[config.mk]
export PLATFORM = sky130hd
export DESIGN_NAME = asuart_core
export DESIGN_NICKNAME = d
export VERILOG_FILES = /design/src/verilog/asuart_pkg.sv /design/src/verilog/asuart_core.sv
export SDC_FILE = /design/constraint.sdc
export NUM_CORES = 1
export LEC_CHECK = 0
export ABC_AREA = 1
export ABC_CLOCK_PERIOD_IN_PS = 2009
export BUFFER_PORTS_ARGS = -buffer_cell sky130_fd_sc_hd__buf_2
export CAP_MARGIN = 20
export CORE_ASPECT_RATIO = 1.1
export CORE_MARGIN = 2
export CORE_UTILIZATION = 35
export DETAILED_ROUTE_END_ITERATION = 7
export PLACE_DENSITY = 0.57
export SLEW_MARGIN = 40
export SYNTH_ARGS = -nofsm -noshare
export SYNTH_HDL_FRONTEND = slang
export SYNTH_SLANG_ARGS = --single-unit
export TNS_END_PERCENT = 50
[constraint.sdc]
create_clock -name clk -period 2.01 [get_ports clk]
set_input_delay 0.402 -clock clk [delete_from_list [all_inputs] [get_ports clk]]
set_output_delay 0.402 -clock clk [all_outputs]
set_load 0.05 [all_outputs]
[src/verilog/asuart_pkg.sv]
package asuart_pkg;
  localparam int          ADDR_W        = 12;
  localparam logic [11:0] ADDR_DATA     = 12'hf40;
  localparam logic [11:0] ADDR_STATUS   = 12'hf41;
  localparam logic [11:0] ADDR_CTRL0    = 12'hf42;
  localparam logic [11:0] ADDR_DIV_HI   = 12'hf43;
  localparam logic [11:0] ADDR_DIV_LO   = 12'hf44;
  localparam logic [11:0] ADDR_CTRL1    = 12'hf45;
  localparam logic [7:0]  CTRL0_RESET   = 8'h00;
  localparam logic [7:0]  CTRL1_RESET   = 8'h00;
  localparam logic [15:0] DIV_RESET     = 16'h0000;
  // Control 0 bit positions
  localparam int C0_TX_EN   = 7;
  localparam int C0_RX_EN   = 6;
  localparam int C0_FLOW    = 5;
  localparam int C0_PAR_ON  = 4;
  localparam int C0_PAR_ODD = 3;
  localparam int C0_BREAK   = 2;
  localparam int C0_STOP2   = 1;
  localparam int C0_LOOP    = 0;
  // Control 1 bit positions
  localparam int C1_MP_ON   = 0;
  localparam int C1_TIMER   = 1;
  localparam int C1_TX_NINE = 2;
  localparam int C1_SCHEME  = 3;
  localparam int C1_TIM_HIT = 6;
  localparam int C1_RX_NINE = 7;
  localparam logic [7:0] C1_WR_MASK = 8'h1f;
  // Samples per bit and the mid-bit point of the start bit
  localparam logic [3:0] OVS_LAST = 4'hf;
  localparam logic [3:0] OVS_MID  = 4'h7;
  localparam logic [2:0] BIT_LAST = 3'h7;
  typedef enum logic [2:0] {
    ASU_IDLE  = 3'b000,
    ASU_START = 3'b001,
    ASU_DATA  = 3'b010,
    ASU_PAR   = 3'b011,
    ASU_NINTH = 3'b100,
    ASU_STOP  = 3'b101
  } asuart_state_t;
endpackage

[src/verilog/asuart_core.sv]
// Strobed register access is this design's own decision.
`timescale 1ns/1ps
module asuart_core (
  input  wire logic                         clk,
  input  wire logic                         rst,
  input  wire logic [asuart_pkg::ADDR_W-1:0] addr,
  input  wire logic [7:0]                   wdata,
  input  wire logic                         wr,
  input  wire logic                         rd,
  output logic      [7:0]                   rdata,
  input  wire logic                         rxd,
  input  wire logic                         cts_n,
  output logic                              txd,
  output logic                              drv_en,
  output logic                              tx_irq,
  output logic                              rx_irq
);
  import asuart_pkg::*;

  // ************************************************************
  // State
  // ************************************************************
  typedef struct packed {
    logic [7:0]    ctl0;
    logic [7:0]    ctl1;
    logic [15:0]   div;
    logic [15:0]   cnt;
    logic          tick;
    asuart_state_t tx_state;
    logic [3:0]    tx_sub;
    logic [2:0]    tx_bit;
    logic          tx_stop2;
    logic [7:0]    tx_shift;
    logic [7:0]    tx_hold;
    logic          tx_par;
    logic          hold_empty;
    asuart_state_t rx_state;
    logic [3:0]    rx_sub;
    logic [2:0]    rx_bit;
    logic [7:0]    rx_shift;
    logic          rx_par;
    logic          rx_nine;
    logic          rx_zero;
    logic [7:0]    rx_data;
    logic          receive_data_available;
    logic          pe;
    logic          oe;
    logic          fe;
    logic          brk;
    logic [7:0]    rdata;
    logic          txd;
    logic          de;
    logic          tx_irq;
    logic          rx_irq;
  } asuart_regs_t;

  asuart_regs_t s_r;
  asuart_regs_t s_nxt;

  function automatic logic par_bit(input logic [7:0] d, input logic odd);
    par_bit = (^d) ^ odd;
  endfunction

  logic tx_en;
  logic rx_in;
  logic rx_done;
  logic rx_keep;
  logic rd_clr;
  logic tx_start;

  assign rdata  = s_r.rdata;
  assign txd    = s_r.txd;
  assign drv_en = s_r.de;
  assign tx_irq = s_r.tx_irq;
  assign rx_irq = s_r.rx_irq;

  // ************************************************************
  // Next state
  // ************************************************************
  always_comb begin
    s_nxt = s_r;
    tx_en = s_r.ctl0[C0_TX_EN] & (~s_r.ctl0[C0_FLOW] | ~cts_n);
    // Loopback feeds the transmitter straight back, line ignored
    rx_in = s_r.ctl0[C0_LOOP] ? s_r.txd : rxd;
    rd_clr = rd && (addr == ADDR_DATA);
    rx_done = 1'b0;
    rx_keep = 1'b0;
    tx_start = 1'b0;

    // Shared divider: tick is the 16x sample enable
    s_nxt.tick = 1'b0;
    if (s_r.div != 16'h0000) begin
      if (s_r.cnt <= 16'h0001) begin
        s_nxt.cnt = s_r.div;
        s_nxt.tick = ~s_r.ctl1[C1_TIMER];
        if (s_r.ctl1[C1_TIMER]) begin
          s_nxt.ctl1[C1_TIM_HIT] = 1'b1;
        end
      end else begin
        s_nxt.cnt = s_r.cnt - 16'h0001;
      end
    end

    // Register writes; flags set by hardware are applied later and win
    if (wr) begin
      case (addr)
        ADDR_DATA: begin
          s_nxt.tx_hold = wdata;
          s_nxt.hold_empty = 1'b0;
        end
        ADDR_CTRL0: s_nxt.ctl0 = wdata;
        ADDR_DIV_HI: begin
          s_nxt.div[15:8] = wdata;
          s_nxt.cnt = 16'h0000;
        end
        ADDR_DIV_LO: begin
          s_nxt.div[7:0] = wdata;
          s_nxt.cnt = 16'h0000;
        end
        ADDR_CTRL1: begin
          s_nxt.ctl1[4:0] = wdata[4:0] & C1_WR_MASK[4:0];
          if (wdata[C1_TIM_HIT]) begin
            s_nxt.ctl1[C1_TIM_HIT] = 1'b0;
          end
        end
        default: ;
      endcase
    end
    if (s_r.ctl1[C1_TIMER] && s_r.div != 16'h0000
        && s_r.cnt <= 16'h0001) begin
      s_nxt.ctl1[C1_TIM_HIT] = 1'b1;
    end

    // ************************************************************
    // Transmitter
    // ************************************************************
    if (s_r.tx_state == ASU_IDLE) begin
      if (tx_en && !s_r.hold_empty && !s_r.ctl0[C0_BREAK]) begin
        tx_start = 1'b1;
        s_nxt.tx_shift = s_r.tx_hold;
        s_nxt.tx_par = par_bit(s_r.tx_hold, s_r.ctl0[C0_PAR_ODD]);
        s_nxt.hold_empty = 1'b1;
        s_nxt.tx_state = ASU_START;
        s_nxt.tx_sub = 4'h0;
        s_nxt.tx_bit = 3'h0;
        s_nxt.tx_stop2 = 1'b0;
      end
    end else if (s_r.tick) begin
      s_nxt.tx_sub = s_r.tx_sub + 4'h1;
      if (s_r.tx_sub == OVS_LAST) begin
        case (s_r.tx_state)
          ASU_START: s_nxt.tx_state = ASU_DATA;
          ASU_DATA: begin
            s_nxt.tx_shift = {1'b0, s_r.tx_shift[7:1]};
            s_nxt.tx_bit = s_r.tx_bit + 3'h1;
            if (s_r.tx_bit == BIT_LAST) begin
              if (s_r.ctl0[C0_PAR_ON]) begin
                s_nxt.tx_state = ASU_PAR;
              end else if (s_r.ctl1[C1_MP_ON]) begin
                s_nxt.tx_state = ASU_NINTH;
              end else begin
                s_nxt.tx_state = ASU_STOP;
              end
            end
          end
          ASU_PAR: begin
            s_nxt.tx_state = s_r.ctl1[C1_MP_ON] ? ASU_NINTH : ASU_STOP;
          end
          ASU_NINTH: s_nxt.tx_state = ASU_STOP;
          ASU_STOP: begin
            if (s_r.ctl0[C0_STOP2] && !s_r.tx_stop2) begin
              s_nxt.tx_stop2 = 1'b1;
            end else begin
              s_nxt.tx_state = ASU_IDLE;
            end
          end
          default: s_nxt.tx_state = ASU_IDLE;
        endcase
      end
    end
    // Break aborts the frame; the held byte stays for later
    if (s_r.ctl0[C0_BREAK]) begin
      s_nxt.tx_state = ASU_IDLE;
    end
    case (s_nxt.tx_state)
      ASU_START: s_nxt.txd = 1'b0;
      ASU_DATA:  s_nxt.txd = s_nxt.tx_shift[0];
      ASU_PAR:   s_nxt.txd = s_nxt.tx_par;
      ASU_NINTH: s_nxt.txd = s_r.ctl1[C1_TX_NINE];
      default:   s_nxt.txd = 1'b1;
    endcase
    if (s_r.ctl0[C0_BREAK]) begin
      s_nxt.txd = 1'b0;
    end
    s_nxt.de = (s_nxt.tx_state != ASU_IDLE);

    // ************************************************************
    // Receiver
    // ************************************************************
    if (rd_clr) begin
      s_nxt.receive_data_available = 1'b0;
      s_nxt.pe = 1'b0;
      s_nxt.oe = 1'b0;
      s_nxt.fe = 1'b0;
      s_nxt.brk = 1'b0;
    end
    if (!s_r.ctl0[C0_RX_EN]) begin
      s_nxt.rx_state = ASU_IDLE;
    end else begin
      case (s_r.rx_state)
        ASU_IDLE: begin
          if (!rx_in) begin
            s_nxt.rx_state = ASU_START;
            s_nxt.rx_sub = 4'h0;
          end
        end
        ASU_START: begin
          if (s_r.tick) begin
            s_nxt.rx_sub = s_r.rx_sub + 4'h1;
            if (s_r.rx_sub == OVS_MID) begin
              // A start bit gone high by mid-bit was a glitch
              s_nxt.rx_state = rx_in ? ASU_IDLE : ASU_DATA;
              s_nxt.rx_sub = 4'h0;
              s_nxt.rx_bit = 3'h0;
              s_nxt.rx_zero = 1'b1;
              s_nxt.rx_par = 1'b0;
              s_nxt.rx_nine = 1'b0;
            end
          end
        end
        default: begin
          if (s_r.tick) begin
            s_nxt.rx_sub = s_r.rx_sub + 4'h1;
            if (s_r.rx_sub == OVS_LAST) begin
              s_nxt.rx_zero = s_r.rx_zero & ~rx_in;
              case (s_r.rx_state)
                ASU_DATA: begin
                  s_nxt.rx_shift = {rx_in, s_r.rx_shift[7:1]};
                  s_nxt.rx_bit = s_r.rx_bit + 3'h1;
                  if (s_r.rx_bit == BIT_LAST) begin
                    if (s_r.ctl0[C0_PAR_ON]) begin
                      s_nxt.rx_state = ASU_PAR;
                    end else if (s_r.ctl1[C1_MP_ON]) begin
                      s_nxt.rx_state = ASU_NINTH;
                    end else begin
                      s_nxt.rx_state = ASU_STOP;
                    end
                  end
                end
                ASU_PAR: begin
                  s_nxt.rx_par = rx_in;
                  s_nxt.rx_state = s_r.ctl1[C1_MP_ON] ? ASU_NINTH : ASU_STOP;
                end
                ASU_NINTH: begin
                  s_nxt.rx_nine = rx_in;
                  s_nxt.rx_state = ASU_STOP;
                end
                default: begin
                  // Only the first stop bit is checked
                  rx_done = 1'b1;
                  s_nxt.rx_state = ASU_IDLE;
                end
              endcase
            end
          end
        end
      endcase
    end
    if (rx_done) begin
      // Scheme 00 all, 01 address (ninth=1) only, 10 data only
      case (s_r.ctl1[C1_SCHEME +: 2])
        2'b01:   rx_keep = ~s_r.ctl1[C1_MP_ON] | s_r.rx_nine;
        2'b10:   rx_keep = ~s_r.ctl1[C1_MP_ON] | ~s_r.rx_nine;
        default: rx_keep = 1'b1;
      endcase
    end
    if (rx_keep) begin
      s_nxt.rx_data = s_r.rx_shift;
      s_nxt.ctl1[C1_RX_NINE] = s_r.rx_nine;
      s_nxt.receive_data_available = 1'b1;
      s_nxt.oe = (s_r.oe & ~rd_clr) | (s_r.receive_data_available & ~rd_clr);
      s_nxt.pe = s_r.ctl0[C0_PAR_ON] &&
                 (s_r.rx_par != par_bit(s_r.rx_shift, s_r.ctl0[C0_PAR_ODD]));
      s_nxt.fe = ~rx_in;
      s_nxt.brk = s_r.rx_zero & ~rx_in;
    end

    // ************************************************************
    // Register reads and interrupt requests
    // ************************************************************
    s_nxt.rdata = 8'h00;
    if (rd) begin
      case (addr)
        ADDR_DATA:   s_nxt.rdata = s_r.rx_data;
        ADDR_STATUS: s_nxt.rdata = {s_r.receive_data_available, s_r.pe, s_r.oe, s_r.fe, s_r.brk,
                                    s_r.hold_empty,
                                    s_r.hold_empty &&
                                    (s_r.tx_state == ASU_IDLE),
                                    cts_n};
        ADDR_CTRL0:  s_nxt.rdata = s_r.ctl0;
        ADDR_DIV_HI: s_nxt.rdata = s_r.div[15:8];
        ADDR_DIV_LO: s_nxt.rdata = s_r.div[7:0];
        ADDR_CTRL1:  s_nxt.rdata = s_r.ctl1;
        default:     s_nxt.rdata = 8'h00;
      endcase
    end
    s_nxt.tx_irq = (s_nxt.hold_empty & s_r.ctl0[C0_TX_EN]) |
                   s_nxt.ctl1[C1_TIM_HIT];
    s_nxt.rx_irq = s_nxt.receive_data_available | s_nxt.pe | s_nxt.oe | s_nxt.fe | s_nxt.brk;
  end

  always_ff @(posedge clk) begin
    if (rst) begin
      s_r <= '0;
      s_r.ctl0 <= CTRL0_RESET;
      s_r.ctl1 <= CTRL1_RESET;
      s_r.div <= DIV_RESET;
      s_r.tx_state <= ASU_IDLE;
      s_r.rx_state <= ASU_IDLE;
      s_r.hold_empty <= 1'b1;
      s_r.txd <= 1'b1;
    end else begin
      s_r <= s_nxt;
    end
  end
endmodule

==> parameters.txt <==
Parameter                              Value

Final layout
  Area of all placed cells without fillers    0.007357 mm²
  Count of placed standard cells in the final layout, fillers left out    1,194
  Share of final-layout standard cells stronger than drive strength 1    15.38%
  Total inserted antenna cells    0
  Area grow syn2layout    18.29%
  Number of nets in the layout    978

Synthesis
  Async set-reset flop share out of synthesis    0%
  Number of distinct library cells after synthesis    43
  Library cell with the largest summed area after synthesis    sky130_fd_sc_hd__dfxtp_1
  Number of synthesized flops with an enable pin    0
  Average size of a mapped cell    7.036 µm²
  Share of Yosys cell area claimed by the top area cell type    39.59%
  Net count after synthesis    919
  Synthesized cell area    0.006220 mm²
  Sequential fraction of the synthesis area    39.59%
  Commonest cells in the synthesized netlist    sky130_fd_sc_hd__dfxtp_1, sky130_fd_sc_hd__inv_1, sky130_fd_sc_hd__nand2_1
  Flip-flop cell with the highest count after synthesis    sky130_fd_sc_hd__dfxtp_1
  Number of instances in the synthesized netlist    884
  Flip-flop and latch count after synthesis    123
  Total of warnings raised by yosys    0
  Largest cells by area after synthesis    sky130_fd_sc_hd__dfxtp_1, sky130_fd_sc_hd__o21ai_0, sky130_fd_sc_hd__inv_1, sky130_fd_sc_hd__nand2_1, sky130_fd_sc_hd__a21oi_1

Clock network
  Total clock sinks    123
  H-tree depth    4
  CTS Buf Count    17
  Clock tree from TritonCTS    yes
  Clock network latency to the later pin of the worst-skew pair    0.42 ns
  CTS clk-pin slew, worst paths    0.06 ns
  Clock tree root driver cell    sky130_fd_sc_hd__clkbuf_16
  Number of hold buffers added after cts    0
  Max Root-Sink Buffers    2

Detailed routing
  Routed wire length per instance    14.16 µm
  Number of DRC violations after detailed routing    0
  Detail-routed via count per cell    4.918
  Antenna violation net count after detailed routing    0
  Length of the first detailed-routing pass in iterations    5
  Final WL    16,910 µm
  Via count of the routed design    5,872
  Iter 0 DRT Violations    294

Worst setup path
  Critical-path cell list    ha_1, nand2_2, nor2_4, nand2_2, nor2_2, nand2_1, nor2_4, inv_4, a31oi_2, nand3_1, nand2_1, inv_1
  Buffers & Inverters on Critical Path    2
  Slack of the worst reg-to-reg path    0.17 ns
  Critical Path End    rx_irq
  Startpoint of the most critical register-to-register path    s_r[39]
  Worst Setup SP    s_r[39]
  Critical Path Stages    12
  Data required time of the critical path    2.33 ns
  Delay of the slowest critical-path stage    0.36 ns
  Kind of cell adding the most delay to the critical path    simple AND/OR/NAND/NOR gates
  Maximum fanout along the worst path    21
  Worst-path cell with the longest stage delay    sky130_fd_sc_hd__dfxtp_1
  Kind of start point of the critical path    register
  Crit path DAT    2.16 ns
  Capturing element type of the critical path    register
  Number of cells on the worst reg-to-reg path    12
  Reg-to-reg endpoint    rx_irq
  WS Path Type    register to register

Global routing
  Met1 Use GR    22.58%
  Antenna violations before repair    0
  Vias in the first global route    5,582
  Sum of overflow across all layers after global routing    0
  First-pass GRT wire length    27,630 µm
  Largest net degree at the start of global routing    30
  Most used routing layer    met2
  Met2 capacity usage during global routing    31.36%
  Global routing met3 resource utilization    3.633%
  Overall Global Routing Usage    18.40%

Timing
  Part of the cycle the worst path needs    91.50%
  Largest clock skew in the final design    0.007017 ns
  Setup repair after global routing missed its margin    true
  Maximum achievable frequency    543.7 MHz
  Final period demand of the worst path    1.839 ns
  Relative slew margins    76.10%
  Hold violation total from the final report    0
  Endpoints failing setup    0
  Worst Max-Slew Pin Slew    0.3547 ns
  Count of pins over their slew limit    0

Floorplan
  Die Width    131.1 µm
  Starting density of the core    35.44%
  Die Y-Extent    143.8 µm
  Area inside the core boundary    0.01755 mm²
  Cell Rows    51
  Die Area    0.01885 mm²
  Count of boundary I/O pins    38

Run
  MaxCap Viol Count    0

Power and ir drop
  Worst vdd ir    629.6 µV
  Cell leakage power    3.032 nW
  PD cells    749.9 mW/mm²

Hold path
  Cell depth of the worst min-delay path    3
  Min-Delay Startpoint    wdata[7]
  Class of the tightest hold or removal check    input pin to register

Placement
  Half-perimeter wire length after detailed placement    12,830 µm
  Weighted congestion reported at the end of routability-driven placement    0.8996
  Number of placed instances, taps included    1,161
  Port Buf Inserts    37
  Instance area after placement    0.006775 mm²

Run status
  Run status    finished clean
## per-stage QoR
step / utilization, % / power, mW / setup slack (ns) / setup TNS [ns] / hold slack (ns)
finish: 41.93 / 5.517 / 0.1708 / 0 / 0.2957
global route: 41.93 / 5.711 / -0.03230 / -0.03230 / 0.2955
CTS: 41.84 / 5.567 / 0.1047 / 0 / 0.2862
detailed placement: 38.61 / 2.672 / 0.05235 / 0 / 0.4420
global placement: 38.61 / 2.672 / 0.07773 / 0 / 0.4403
floorplan: - / 2.590 / 0.2737 / 0 / 0.4013
## registers in the layout, indices dropped and copies added (netlist names)
signal  count
rdata       8
tx_irq      1
txd         1
rx_irq      1
drv_en      1
s_r       111
## what timing repair did
item,4_1_cts,5_1_grt
buffers inserted,0,1
resized for setup,0,3
endpoints found under the hold margin,0,0
setup endpoints to repair,0,5
## layout by cell type (no fill, tap or decap), types with 2 or more instances in the layout
cell / Yosys / routed
sky130_fd_sc_hd__nor3_2: 4 / 4
sky130_fd_sc_hd__dfxtp_1: 123 / 123
sky130_fd_sc_hd__clkinvlp_4: 0 / 4
sky130_fd_sc_hd__o21ai_1: 1 / 2
sky130_fd_sc_hd__nand3_1: 60 / 60
sky130_fd_sc_hd__buf_4: 10 / 32
sky130_fd_sc_hd__nor2_2: 11 / 11
sky130_fd_sc_hd__clkbuf_8: 0 / 3
sky130_fd_sc_hd__a211oi_1: 3 / 3
sky130_fd_sc_hd__nand2_1: 121 / 121
sky130_fd_sc_hd__clkinv_4: 0 / 2
sky130_fd_sc_hd__nor2_4: 4 / 4
sky130_fd_sc_hd__a21oi_1: 84 / 84
sky130_fd_sc_hd__a21oi_2: 3 / 2
sky130_fd_sc_hd__o211a_1: 2 / 2
sky130_fd_sc_hd__nor2_1: 95 / 95
sky130_fd_sc_hd__a31oi_1: 3 / 3
sky130_fd_sc_hd__xor2_1: 5 / 5
sky130_fd_sc_hd__nand4_1: 14 / 14
sky130_fd_sc_hd__xnor2_1: 9 / 9
sky130_fd_sc_hd__nor3_1: 15 / 15
sky130_fd_sc_hd__nand2_2: 8 / 8
sky130_fd_sc_hd__inv_1: 123 / 122
sky130_fd_sc_hd__clkinv_2: 0 / 3
sky130_fd_sc_hd__buf_2: 5 / 37
sky130_fd_sc_hd__o21ai_0: 96 / 95
sky130_fd_sc_hd__o22ai_1: 21 / 21
sky130_fd_sc_hd__or2_1: 2 / 2
sky130_fd_sc_hd__o211ai_1: 6 / 6
sky130_fd_sc_hd__inv_2: 10 / 11
sky130_fd_sc_hd__clkbuf_1: 13 / 2
sky130_fd_sc_hd__a22oi_1: 3 / 3
sky130_fd_sc_hd__nor3b_1: 2 / 2
sky130_fd_sc_hd__a221oi_1: 6 / 6
sky130_fd_sc_hd__nand3_2: 2 / 2
sky130_fd_sc_hd__ha_1: 9 / 9
sky130_fd_sc_hd__clkbuf_16: 0 / 17
## power by group
| part | switching (mW) | internal (mW) | total (mW) | leakage [nW] |
|---|---|---|---|---|
| Sequential | 0.00153 | 2.44 | 2.44 | 0.990 |
| Clock | 1.11 | 1.79 | 2.90 | 0.268 |
| Combinational | 0.121 | 0.0550 | 0.176 | 1.77 |
| Total | 1.23 | 4.29 | 5.52 | 3.03 |
## worst min-delay path: stages
cell                      delay, ns
sky130_fd_sc_hd__buf_2         0.13
sky130_fd_sc_hd__inv_1         0.07
sky130_fd_sc_hd__a21oi_1       0.06
## worst min path at each step
stage,endpoint,slack (ns)
after floorplan,s_r[75],0.40
after global placement,s_r[25],0.44
after detailed placement,s_r[75],0.44
after CTS,s_r[55],0.29
after global routing,s_r[55],0.30
final,s_r[55],0.30
## metal layers
| layer | routed length (µm) | part of all wire (%) |
|---|---|---|
| met1 | 7980 | 47 |
| met2 | 7911 | 47 |
| met3 | 599 | 3.5 |
| met4 | 415 | 2.5 |
| met5 | 0 | 0 |
## kinds of logic (layout without fill, tap and decap cells)
kind of cell,Yosys count,in the layout,share of synthesized area [%]
compound gates,232,232,20.62
xor+xnor,14,14,1.971
fa+ha+maj,9,9,1.811
buf+inv,163,235,10.70
flops,123,123,39.59
simple gates,343,343,25.31
## layout make-up
class	instances	area [µm²]
Clock inverter	10	92.59
Fill cell	1823	10190
Timing Repair Buffer	69	425.4
Sequential cell	123	2462
Multi-Input combinational cell	598	3099
Inverter	134	505.5
Clock buffer	22	474.2
Tap cell	238	297.8
No activity file was read; power rests on OpenSTA's default activity.
